<file path="src/rtl/apc_pkg.sv">
/*
 constants and types for the asynchronous peripheral configuration port.
 assumes a single 10 mhz core clock and a synchronous active-low reset.
*/
// Operation
// - the config flag is held low until user i/o goes active.
// - init is pulled low while power settles and memory clears.
// - while init is held low from outside, configuration waits.
// - a master waits a further 30 to 300 us after init goes high.
// - a data error during loading is signalled by driving init low.
// - once user i/o is active, init carries no configuration signal.
// - selected only while the low select is low and the high one high.
// - a low write strobe while selected captures the data byte.
// - a selected read shows ready(1)/busy(0) on bit 7, bits 0-6 high.
// - when both strobes are low the write wins and the read is ignored.
// - in express mode the high select is the daisy-chain enable.
// - after configuration the select and strobe pins become user i/o.
// - the mode pins, sampled after init goes high, choose the mode.
// - in parallel modes bytes arrive on the eight data pins.
package apc_pkg;
   localparam int unsigned CLK_HZ = 10_000_000;
   localparam int unsigned MASTER_WAIT_MIN_US = 30;
   localparam int unsigned MASTER_WAIT_MAX_US = 300;
   // least time; cycles per microsecond round down
   localparam int unsigned MASTER_WAIT_CYC =
      (MASTER_WAIT_MIN_US * (CLK_HZ / 1_000_000));
   localparam int unsigned CLEAR_CYC = 16;
   localparam int unsigned BYTE_W = 8;
   localparam logic [2:0] MODE_EXPRESS = 3'h6;
   localparam logic [2:0] MODE_PERIPH = 3'h5;
   localparam logic [2:0] MODE_MASTER_PAR = 3'h3;
   localparam logic [2:0] MODE_MASTER_SER = 3'h0;
   localparam logic [6:0] STATUS_FILL = 7'h7f;

   typedef enum logic [2:0] {
      APC_CLEAR = 3'b000,
      APC_WAIT = 3'b001,
      APC_MWAIT = 3'b010,
      APC_LOAD = 3'b011,
      APC_ERROR = 3'b100,
      APC_USER = 3'b101
   } apc_state_t;
endpackage
</file>
<file path="src/rtl/apc_config_port.sv">
/*
 asynchronous peripheral configuration port with a two-entry byte buffer.
 assumes all host pins are asynchronous and pass two flip-flops; an
 outside consumer drains loaded bytes and reports errors and completion.
*/
`timescale 1ns/100ps
module apc_config_port
#(
   parameter int unsigned WAIT_CYC = apc_pkg::MASTER_WAIT_CYC
)
(
   input wire logic core_clk,
   input wire logic nrst,
   input wire logic chip_select_active_low,
   input wire logic chip_select_active_high,
   input wire logic write_strobe_n,
   input wire logic read_strobe_n,
   input wire logic [apc_pkg::BYTE_W-1:0] config_byte_bus_in,
   output logic [apc_pkg::BYTE_W-1:0] config_byte_bus_out,
   output logic config_byte_bus_oe_n,
   input wire logic [2:0] config_mode_pins,
   input wire logic init_in,
   output logic init_out,
   output logic init_oe_n,
   output logic config_active_low_flag,
   output logic chain_enable,
   output logic user_io_active,
   output logic [apc_pkg::BYTE_W-1:0] cfg_data,
   output logic cfg_valid,
   input wire logic cfg_ready,
   input wire logic cfg_error,
   input wire logic cfg_done,
   output logic [2:0] mode_q,
   output logic busy
);
   import apc_pkg::*;

   if (WAIT_CYC < 1
      || WAIT_CYC > MASTER_WAIT_MAX_US * (CLK_HZ / 1_000_000))
   begin
      $error("WAIT_CYC must lie between one and the longest master wait");
   end

   localparam logic [15:0] WAIT_LAST = 16'(WAIT_CYC - 1);
   localparam logic [15:0] CLEAR_LAST = 16'(CLEAR_CYC - 1);

   logic [4:0] s1_q;
   logic [4:0] s2_q;
   logic [BYTE_W-1:0] d1_q;
   logic [BYTE_W-1:0] d2_q;
   logic [2:0] m1_q;
   logic [2:0] m2_q;
   apc_state_t state_q;
   logic [15:0] cnt_q;
   logic ws_prev_q;
   logic [BYTE_W-1:0] buf_q [2];
   logic [1:0] cnt_buf_q;
   logic rd_ptr_q;
   logic wr_ptr_q;

   // two-flop synchronisers for all pins
   always_ff @(posedge core_clk)
   begin
      if (!nrst)
      begin
         s1_q <= 5'h1d;
         s2_q <= 5'h1d;
         d1_q <= 8'h00;
         d2_q <= 8'h00;
         m1_q <= 3'h0;
         m2_q <= 3'h0;
      end
      else
      begin
         s1_q <= {init_in, read_strobe_n, write_strobe_n,
                  chip_select_active_high, chip_select_active_low};
         s2_q <= s1_q;
         d1_q <= config_byte_bus_in;
         d2_q <= d1_q;
         m1_q <= config_mode_pins;
         m2_q <= m1_q;
      end
   end

   wire init_hi = s2_q[4];
   wire rs_n = s2_q[3];
   wire ws_n = s2_q[2];
   wire cs1 = s2_q[1];
   wire cs0_n = s2_q[0];
   wire cfg_phase = (state_q != APC_USER);
   wire express = (mode_q == MODE_EXPRESS);
   wire selected = cfg_phase && !cs0_n && cs1 && !express;
   wire ws_act = selected && !ws_n;
   wire ws_fall = ws_act && !ws_prev_q;
   wire buf_full = (cnt_buf_q == 2'h2);
   wire in_take = ws_fall && (state_q == APC_LOAD) && !buf_full;
   wire out_take = cfg_valid && cfg_ready;
   wire init_pull = (state_q == APC_CLEAR)
      || (state_q == APC_ERROR);

   // configuration sequence
   always_ff @(posedge core_clk)
   begin
      if (!nrst)
      begin
         state_q <= APC_CLEAR;
         cnt_q <= 16'h0000;
         mode_q <= 3'h0;
      end
      else
      begin
         case (state_q)
            APC_CLEAR:
            begin
               cnt_q <= cnt_q + 16'h0001;
               if (cnt_q == CLEAR_LAST)
               begin
                  state_q <= APC_WAIT;
                  cnt_q <= 16'h0000;
               end
            end
            APC_WAIT:
            begin
               if (init_hi)
               begin
                  mode_q <= m2_q;
                  if (m2_q == MODE_MASTER_PAR || m2_q == MODE_MASTER_SER)
                     state_q <= APC_MWAIT;
                  else
                     state_q <= APC_LOAD;
               end
            end
            APC_MWAIT:
            begin
               cnt_q <= cnt_q + 16'h0001;
               if (cnt_q == WAIT_LAST)
                  state_q <= APC_LOAD;
            end
            APC_LOAD:
            begin
               if (cfg_error)
                  state_q <= APC_ERROR;
               else if (cfg_done && cnt_buf_q == 2'h0)
                  state_q <= APC_USER;
            end
            APC_ERROR:
               state_q <= APC_ERROR;
            default:
               state_q <= APC_USER;
         endcase
      end
   end

   // write strobe edge history
   always_ff @(posedge core_clk)
   begin
      if (!nrst)
         ws_prev_q <= 1'b0;
      else
         ws_prev_q <= ws_act;
   end

   // two-entry byte buffer
   always_ff @(posedge core_clk)
   begin
      if (!nrst)
      begin
         cnt_buf_q <= 2'h0;
         rd_ptr_q <= 1'b0;
         wr_ptr_q <= 1'b0;
         buf_q[0] <= 8'h00;
         buf_q[1] <= 8'h00;
      end
      else
      begin
         if (in_take)
         begin
            buf_q[wr_ptr_q] <= d2_q;
            wr_ptr_q <= !wr_ptr_q;
         end
         if (out_take)
            rd_ptr_q <= !rd_ptr_q;
         cnt_buf_q <= cnt_buf_q + 2'(in_take) - 2'(out_take);
      end
   end

   assign cfg_valid = (cnt_buf_q != 2'h0);
   assign cfg_data = buf_q[rd_ptr_q];
   assign busy = buf_full || (state_q != APC_LOAD);

   // status read path; write overrides read
   always_ff @(posedge core_clk)
   begin
      if (!nrst)
      begin
         config_byte_bus_out <= 8'hff;
         config_byte_bus_oe_n <= 1'b1;
      end
      else
      begin
         config_byte_bus_out <= {!busy, STATUS_FILL};
         config_byte_bus_oe_n <= !(selected && !rs_n && ws_n);
      end
   end

   // init open-drain, configuration flag and chain enable
   always_ff @(posedge core_clk)
   begin
      if (!nrst)
      begin
         init_oe_n <= 1'b0;
         config_active_low_flag <= 1'b0;
         chain_enable <= 1'b0;
         user_io_active <= 1'b0;
      end
      else
      begin
         init_oe_n <= !init_pull;
         config_active_low_flag <= !cfg_phase;
         chain_enable <= cfg_phase && express && cs1;
         user_io_active <= !cfg_phase;
      end
   end

   assign init_out = 1'b0;

   chk_clear_drives_init: assert property (
      @(posedge core_clk) disable iff (!nrst)
      (state_q == APC_CLEAR) |=> !init_oe_n)
      else $error("init not driven during clear");
   chk_error_drives_init: assert property (
      @(posedge core_clk) disable iff (!nrst)
      (state_q == APC_LOAD && cfg_error) |=> ##1 !init_oe_n)
      else $error("error not signalled on init");
   chk_wait_holds_low: assert property (
      @(posedge core_clk) disable iff (!nrst)
      (state_q == APC_WAIT && !init_hi) |=> state_q == APC_WAIT)
      else $error("left wait while init low");
   chk_master_wait_len: assert property (
      @(posedge core_clk) disable iff (!nrst)
      (state_q == APC_MWAIT && cnt_q != WAIT_LAST) |=> state_q == APC_MWAIT)
      else $error("master wait too short");
   chk_master_wait_entry: assert property (
      @(posedge core_clk) disable iff (!nrst)
      (state_q == APC_WAIT && init_hi && (m2_q == MODE_MASTER_PAR
         || m2_q == MODE_MASTER_SER)) |=> state_q == APC_MWAIT
         && cnt_q == 16'h0000)
      else $error("master wait not started from zero");
   chk_flag_low_config: assert property (
      @(posedge core_clk) disable iff (!nrst)
      cfg_phase && $past(cfg_phase) |-> !config_active_low_flag)
      else $error("flag high during configuration");
   chk_status_byte: assert property (
      @(posedge core_clk) disable iff (!nrst)
      !config_byte_bus_oe_n |-> config_byte_bus_out[6:0] == STATUS_FILL)
      else $error("status low bits not high");
   chk_write_wins: assert property (
      @(posedge core_clk) disable iff (!nrst)
      (selected && !ws_n) |=> config_byte_bus_oe_n)
      else $error("read driven during write");
   chk_capture_byte: assert property (
      @(posedge core_clk) disable iff (!nrst)
      in_take |=> cnt_buf_q == $past(cnt_buf_q) + 2'(!$past(out_take)))
      else $error("write byte not captured");
   chk_user_release: assert property (
      @(posedge core_clk) disable iff (!nrst)
      (state_q == APC_USER) |=> user_io_active && init_oe_n)
      else $error("pins not released after configuration");
   chk_chain_enable: assert property (
      @(posedge core_clk) disable iff (!nrst)
      chain_enable |-> express && $past(cs1))
      else $error("chain enable without express select");
   chk_mode_sampled: assert property (
      @(posedge core_clk) disable iff (!nrst)
      (state_q == APC_WAIT && init_hi) |=> mode_q == $past(m2_q))
      else $error("mode not sampled");
endmodule

</file>
<file path="config.mk">
export PLATFORM = sky130hd
export DESIGN_NAME = apc_config_port
export DESIGN_NICKNAME = d
export VERILOG_FILES = /design/src/rtl/apc_pkg.sv /design/src/rtl/apc_config_port.sv
export SDC_FILE = /design/constraint.sdc
export NUM_CORES = 1
export LEC_CHECK = 0
export BUFFER_PORTS_ARGS = -buffer_cell sky130_fd_sc_hd__buf_2
export CORE_ASPECT_RATIO = 0.9
export CORE_MARGIN = 4
export CORE_UTILIZATION = 40
export DETAILED_ROUTE_END_ITERATION = 12
export PLACE_DENSITY_LB_ADDON = 0.15
export SLEW_MARGIN = 0
export SYNTH_ARGS = -nofsm -noshare
export SYNTH_HDL_FRONTEND = slang
export SYNTH_SLANG_ARGS = --single-unit
</file>
<file path="constraint.sdc">
create_clock -name core_clk -period 2.5 [get_ports core_clk]
set_input_delay 0.5 -clock core_clk [delete_from_list [all_inputs] [get_ports core_clk]]
set_output_delay 0.5 -clock core_clk [all_outputs]
set_load 0.005 [all_outputs]
</file>
==> impl_metrics.csv, run 1 <==
group,metric,value,unit
setup_path,cp_max_fo,4,
setup_path,max_stage_delay,420,ps
cts,path_clk_slew,80,ps
synthesis,ys_top_cells_by_area,"dfxtp_1 41%, edfxtp_1 15%, and2_1 8.4%",
synthesis,ys_ff_latch,81,
cts,cts_tree,"built",
cells_and_area,fill_cells,721,
cells_and_area,diodes,0,
die,coreArea,7580,um^2
cells_and_area,area_growth,15.2,%
cts,clockBufferDepth,2,
sta,hold_viol,0,
pwr,p_leak,1.42,nW
die,die_y,92.1,um
cts,cts_resized,0,
cells_and_area,multiInputGateArea,1240,um^2
flow_run,max_cap_viol_count,0,
cells_and_area,final_cell_area,3620,um^2
synthesis,yosysMostFrequentCell,"dfxtp_1",
sta,rsz0062_at_grt,"no",
cts,clk_latency,340,ps
cts,htree_levels,3,
sta,slew_viol_final,0,
run_status,status,"finished clean",
sta,layout_min_cycle_time,2350,ps
drt,routed_wl,5.50,mm
setup_path,cp.arrival,2570,ps
pwr,fin_total_pwr,2.57,mW
min_path,hold_class,"in -> reg",
cells_and_area,seqCellArea,1780,um^2
sta,finalSetupViolations,0,
synthesis,synth_common_cells,"65 x dfxtp_1, 42 x and2_1, 29 x nor2_1",
drt,wl_met2,2.33,mm
synthesis,async_flop_share,0,
synthesis,synth_top_area_share,0.414,
place,dp_hpwl,3.84,mm
synthesis,synth-seq-area-share,0.567,
place,io_buffers,39,
pwr,irDropWorstVdd,427,uV
sta,setup_tns,0,ps
min_path,min_from,"read_strobe_n",
setup_path,worstSetupPathType,"reg -> reg",
global_routing,track_usage,0.130,
global_routing,grt_max_degree,44,
cts,cts.sinks,81,
cts,cts_root_buf,"clkbuf_8",
sta,worst_hold_slack,331,ps
drt,met1_length,2.77,mm
drt,drtAntennaViolNets,0,
die,num_rows,30,
drt,wl_met3,319,um
setup_path,cp-start-kind,"register",
synthesis,synthesis.area,3140,um^2
drt,top_layer_used,"met4",
cts,cts_inserted_buffers,9,
drt,vias,2027,
die,start_util,0.415,
cells_and_area,drive_gt1_frac,0.224,
setup_path,worstPathCellList,"and3b_1 > or4_4 > or3_4 > ha_1 > inv_1 > ha_1 > xnor2_1 > xnor2_1 > nor2_1",
drt,dr.pass1.iters,4,
drt,wl_per_cell,12.5,um
cells_and_area,fin_nets,363,
pwr,p_per_area,710,nW/um^2
synthesis,synth_enable_flop_cells,16,
setup_path,reg2reg_from,"mode_q[0]",
global_routing,grt_antenna_before_repair,0,
global_routing,gr-total-overflow,0,
global_routing,grt_pass1_vias,1967,
die,die_w,101,um
die,pin_count,48,
place,placed_area,3430,um^2
sta,max-slew-margin-rel,0.657,
setup_path,crit_start,"mode_q[0]",
setup_path,cp.required,2720,ps
synthesis,synth_warnings,0,
cts,postCtsSetupBuffers,0,
setup_path,cp_num_buf_inv,1,
setup_path,crit_family,"simple AND/OR/NAND/NOR gates",
setup_path,worstSetupEndpointType,"register",
synthesis,netlist_instances,295,
sta,clock.fmax,425,MHz
drt,first_iter_violations,84,
setup_path,cp_slowest_cell,"or4_4",
synthesis,synth_flop_cell,"dfxtp_1",
global_routing,grt_pass1_wl,9.46,mm
cts,postCtsHoldBufs,0,
place,place.gp.congestion,0.774,
sta,period_share,0.940,
drt,vias_per_cell,4.61,
drt,drc,0,
sta,skew,8.59,ps
sta,tightest_slew,510,ps
die,dieArea,9350,um^2
synthesis,avgSynthCellArea,10.7,um^2
synthesis,yosysTopAreaCell,"dfxtp_1",
synthesis,ys_types,44,
[placed cells by master, fill, tap and decap left out, drive strengths merged, types with 2 or more instances in the layout]
master    instances
conb              8
inv               8
nand3b            3
xnor2            13
nor4              7
dfxtp            65
nand2b            9
ha                3
a21oi             4
nor2             29
clkinv            2
o22ai             2
edfxtp           16
nor3             10
buf              47
and2             42
nand3            10
nor4b             2
nand2            10
nand4             6
mux2i             4
mux2              8
xor2              3
clkinvlp          2
o21ai             3
clkbuf           12
[worst reg2reg max path: cells and delay by family, from the launching register on]
kind | cells | cell delay, ps
xor+xnor | 2 | 300
fa+ha+maj | 2 | 460
buf+inv | 1 | 40
flops | 1 | 370
simple gates | 4 | 1070
[cell type report]
| class | count | area share |
|---|---|---|
| clock buffers | 12 | 0.0460 |
| inverters | 8 | 0.00829 |
| flip-flops and latches | 81 | 0.492 |
| clock inverters | 4 | 0.00691 |
| well taps | 96 | 0.0332 |
| multi-input cells | 192 | 0.343 |
| repair buffers | 47 | 0.0705 |
[kinds of logic (layout without fill, tap and decap cells)]
| family | Yosys count | in the layout | share of synthesized area |
|---|---|---|---|
| AO/OA/AOI/OAI | 17 | 17 | 0.0350 |
| XOR/XNOR | 16 | 16 | 0.0446 |
| adder cells (fa/ha/maj) | 3 | 3 | 0.0119 |
| buffers and inverters | 28 | 71 | 0.0454 |
| flip-flops | 81 | 81 | 0.567 |
| multiplexers | 12 | 12 | 0.0414 |
| other | 2 | 8 | 0.00239 |
| AND/OR/NAND/NOR | 136 | 136 | 0.253 |
[per-stage QoR]
stage	util	setup slack, ps	std cells
floorplan	-	160	301
global placement	0.452	178	424
detailed placement	0.452	115	424
CTS	0.478	121	440
global route	0.478	2.59	440
finish	0.478	149	440
[final timing paths]
path,endpoint,slack (ps),cells after the start
setup / recovery,cnt_buf_q[1],150,9
hold / removal,s1_q[3],330,2
setup reg to reg,cnt_buf_q[1],150,9
hold reg to reg,s2_q[4],410,1
[where the power goes]
group	total (mW)	switching, mW	internal, mW
Sequential	1.44	0.0477	1.39
Combinational	0.245	0.110	0.135
Clock	0.888	0.442	0.445
Total	2.57	0.600	1.97
[per-layer routing]
metal / track usage / vias up
li1: - / 1064
met1: 0.177 / 901
met2: 0.186 / 53
met3: 0.0525 / 9
met4: 0.0465 / 0
met5: 0 / -
[state kept, by name (all words and copies together) (netlist names), 2 cells and up, named ones only]
signal and cells:
d2_q 8, m2_q 3, d1_q 8, buf_q 16, mode_q 3, s2_q 5
m1_q 3, state_q 3, cnt_buf_q 2, cnt_q 16, s1_q 5
(Power assumes the default switching activity.)
==> run 2: changes to the inputs <==
--- a/config.mk
+++ b/config.mk
@@ -5,11 +5,11 @@
 export SDC_FILE = /design/constraint.sdc
 export NUM_CORES = 1
 export LEC_CHECK = 0
-export BUFFER_PORTS_ARGS = -buffer_cell sky130_fd_sc_hd__buf_2
 export CORE_ASPECT_RATIO = 0.9
 export CORE_MARGIN = 4
 export CORE_UTILIZATION = 40
 export DETAILED_ROUTE_END_ITERATION = 12
+export DONT_BUFFER_PORTS = 1
 export PLACE_DENSITY_LB_ADDON = 0.15
 export SLEW_MARGIN = 0
 export SYNTH_ARGS = -nofsm -noshare
==> impl_metrics.csv, run 2 (synthesis gave the netlist of run 1 again) <==
group,metric,value,unit
run_status,status,"finished clean",
cts,cts_root_buf,"clkbuf_8",
die,die_y,92.1,um
cells_and_area,fin_nets,325,
drt,met1_length,2.81,mm
cts,cts.sinks,81,
place,dp_hpwl,3.78,mm
setup_path,cp.arrival,2560,ps
pwr,irDropWorstVdd,352,uV
setup_path,worstSetupEndpointType,"register",
cts,clk_latency,330,ps
cells_and_area,layout.cells.most_common,"dfxtp_1",
drt,dr.pass1.iters,4,
setup_path,cp_slowest_cell,"or4_4",
drt,drtAntennaViolNets,0,
die,coreArea,7580,um^2
cells_and_area,top_regs,"buf_q x16, cnt_q x16",
drt,wl_per_cell,13.6,um
drt,top_layer_used,"met4",
sta,rsz0062_at_grt,"no",
sta,clock.fmax,425,MHz
sta,period_share,0.940,
cells_and_area,layout_common_cells,"65 x dfxtp_1, 42 x and2_1, 29 x nor2_1",
die,start_util,0.415,
drt,wl_met3,308,um
setup_path,cp.required,2710,ps
place,placed_cells,386,
die,pin_count,48,
pwr,p_leak,1.27,nW
setup_path,worstPathCellList,"and3b_1 > or4_4 > or3_4 > ha_1 > inv_1 > ha_1 > xnor2_1 > xnor2_1 > nor2_1",
drt,wl_met2,2.27,mm
drt,vias_per_cell,4.81,
cells_and_area,drive_gt1_frac,0.127,
die,num_rows,30,
drt,vias,1934,
global_routing,gr-total-overflow,0,
cts,clockBufferDepth,2,
cts,postCtsHoldBufs,0,
pwr,p_per_area,766,nW/um^2
setup_path,cp-start-kind,"register",
global_routing,track_usage,0.125,
place,place.gp.congestion,0.761,
cells_and_area,fill_cells,700,
sta,tightest_slew,514,ps
cells_and_area,multiInputGateArea,1240,um^2
global_routing,grt_antenna_before_repair,0,
setup_path,cp_max_fo,4,
die,dieArea,9350,um^2
min_path,hold_class,"in -> reg",
cells_and_area,diodes,0,
setup_path,cp_num_buf_inv,1,
flow_run,max_cap_viol_count,0,
sta,finalSetupViolations,0,
drt,first_iter_violations,51,
setup_path,worstSetupPathType,"reg -> reg",
drt,drc,0,
global_routing,grt_pass1_vias,1837,
setup_path,max_stage_delay,420,ps
sta,max-slew-margin-rel,0.655,
sta,hold_viol,0,
sta,layout_min_cycle_time,2350,ps
cts,htree_levels,3,
cells_and_area,seqCellArea,1780,um^2
setup_path,crit_family,"simple AND/OR/NAND/NOR gates",
cts,path_clk_slew,80,ps
cts,cts_resized,0,
cells_and_area,area_growth,9.83,%
cts,postCtsSetupBuffers,0,
global_routing,grt_pass1_wl,9.09,mm
sta,skew,8.68,ps
place,io_buffers,0,
die,die_w,101,um
drt,routed_wl,5.46,mm
sta,slew_viol_final,0,
cts,cts_inserted_buffers,9,
sta,setup_tns,0,ps
cells_and_area,fin_cells,402,
cts,cts_tree,"built",
global_routing,grt_max_degree,45,
==> run 2: worst paths after layout <==
check | from | to | slack [ps] | cells past startpoint
hold reg to reg | s1_q[0] | s2_q[0] | 410 | 1
setup reg to reg | mode_q[1] | cnt_buf_q[1] | 150 | 9
setup / recovery | mode_q[1] | cnt_buf_q[1] | 150 | 9
hold / removal | nrst | s2_q[4] | 250 | 1
==> run 2: where the power goes <==
part / switching (mW) / leakage [nW] / internal [mW]
sequential: 0.0513 / 0.697 / 1.39
combinational: 0.0907 / 0.464 / 0.101
clock: 0.444 / 0.107 / 0.566
total: 0.586 / 1.27 / 2.06
==> run 2: worst reg2reg max path, cell delays in order (launching register included) <==
cell	delay [ps]
dfxtp_1	360
and3b_1	210
or4_4	430
or3_4	400
ha_1	280
inv_1	40
ha_1	170
xnor2_1	160
xnor2_1	140
nor2_1	50
==> run 2: layout make-up <==
type | instances | share of cell area
Clock buffer | 11 | 0.0384
Tap cell | 96 | 0.0348
Clock inverter | 5 | 0.0228
Inverter | 8 | 0.00870
Timing Repair Buffer | 9 | 0.0196
Multi-Input combinational cell | 192 | 0.360
Sequential cell | 81 | 0.516
==> run 2: per-stage QoR <==
stage / setup slack, ps / total power [mW] / hold slack (ps) / area (um^2) / util
2_1_floorplan: 160 / 1.63 / 386 / 3170 / -
5_1_grt: 42.4 / 2.76 / 226 / 3450 / 0.455
4_1_cts: 137 / 2.68 / 226 / 3450 / 0.455
3_3_place_gp: 183 / 1.67 / 393 / 3240 / 0.428
3_5_place_dp: 152 / 1.67 / 394 / 3240 / 0.428
6_report: 150 / 2.64 / 253 / 3450 / 0.455
==> run 2: metal layers <==
metal	global-route usage	vias to the layer above
met5	0	-
met4	0.0532	0
met3	0.0373	7
met2	0.171	47
met1	0.180	884
li1	-	996
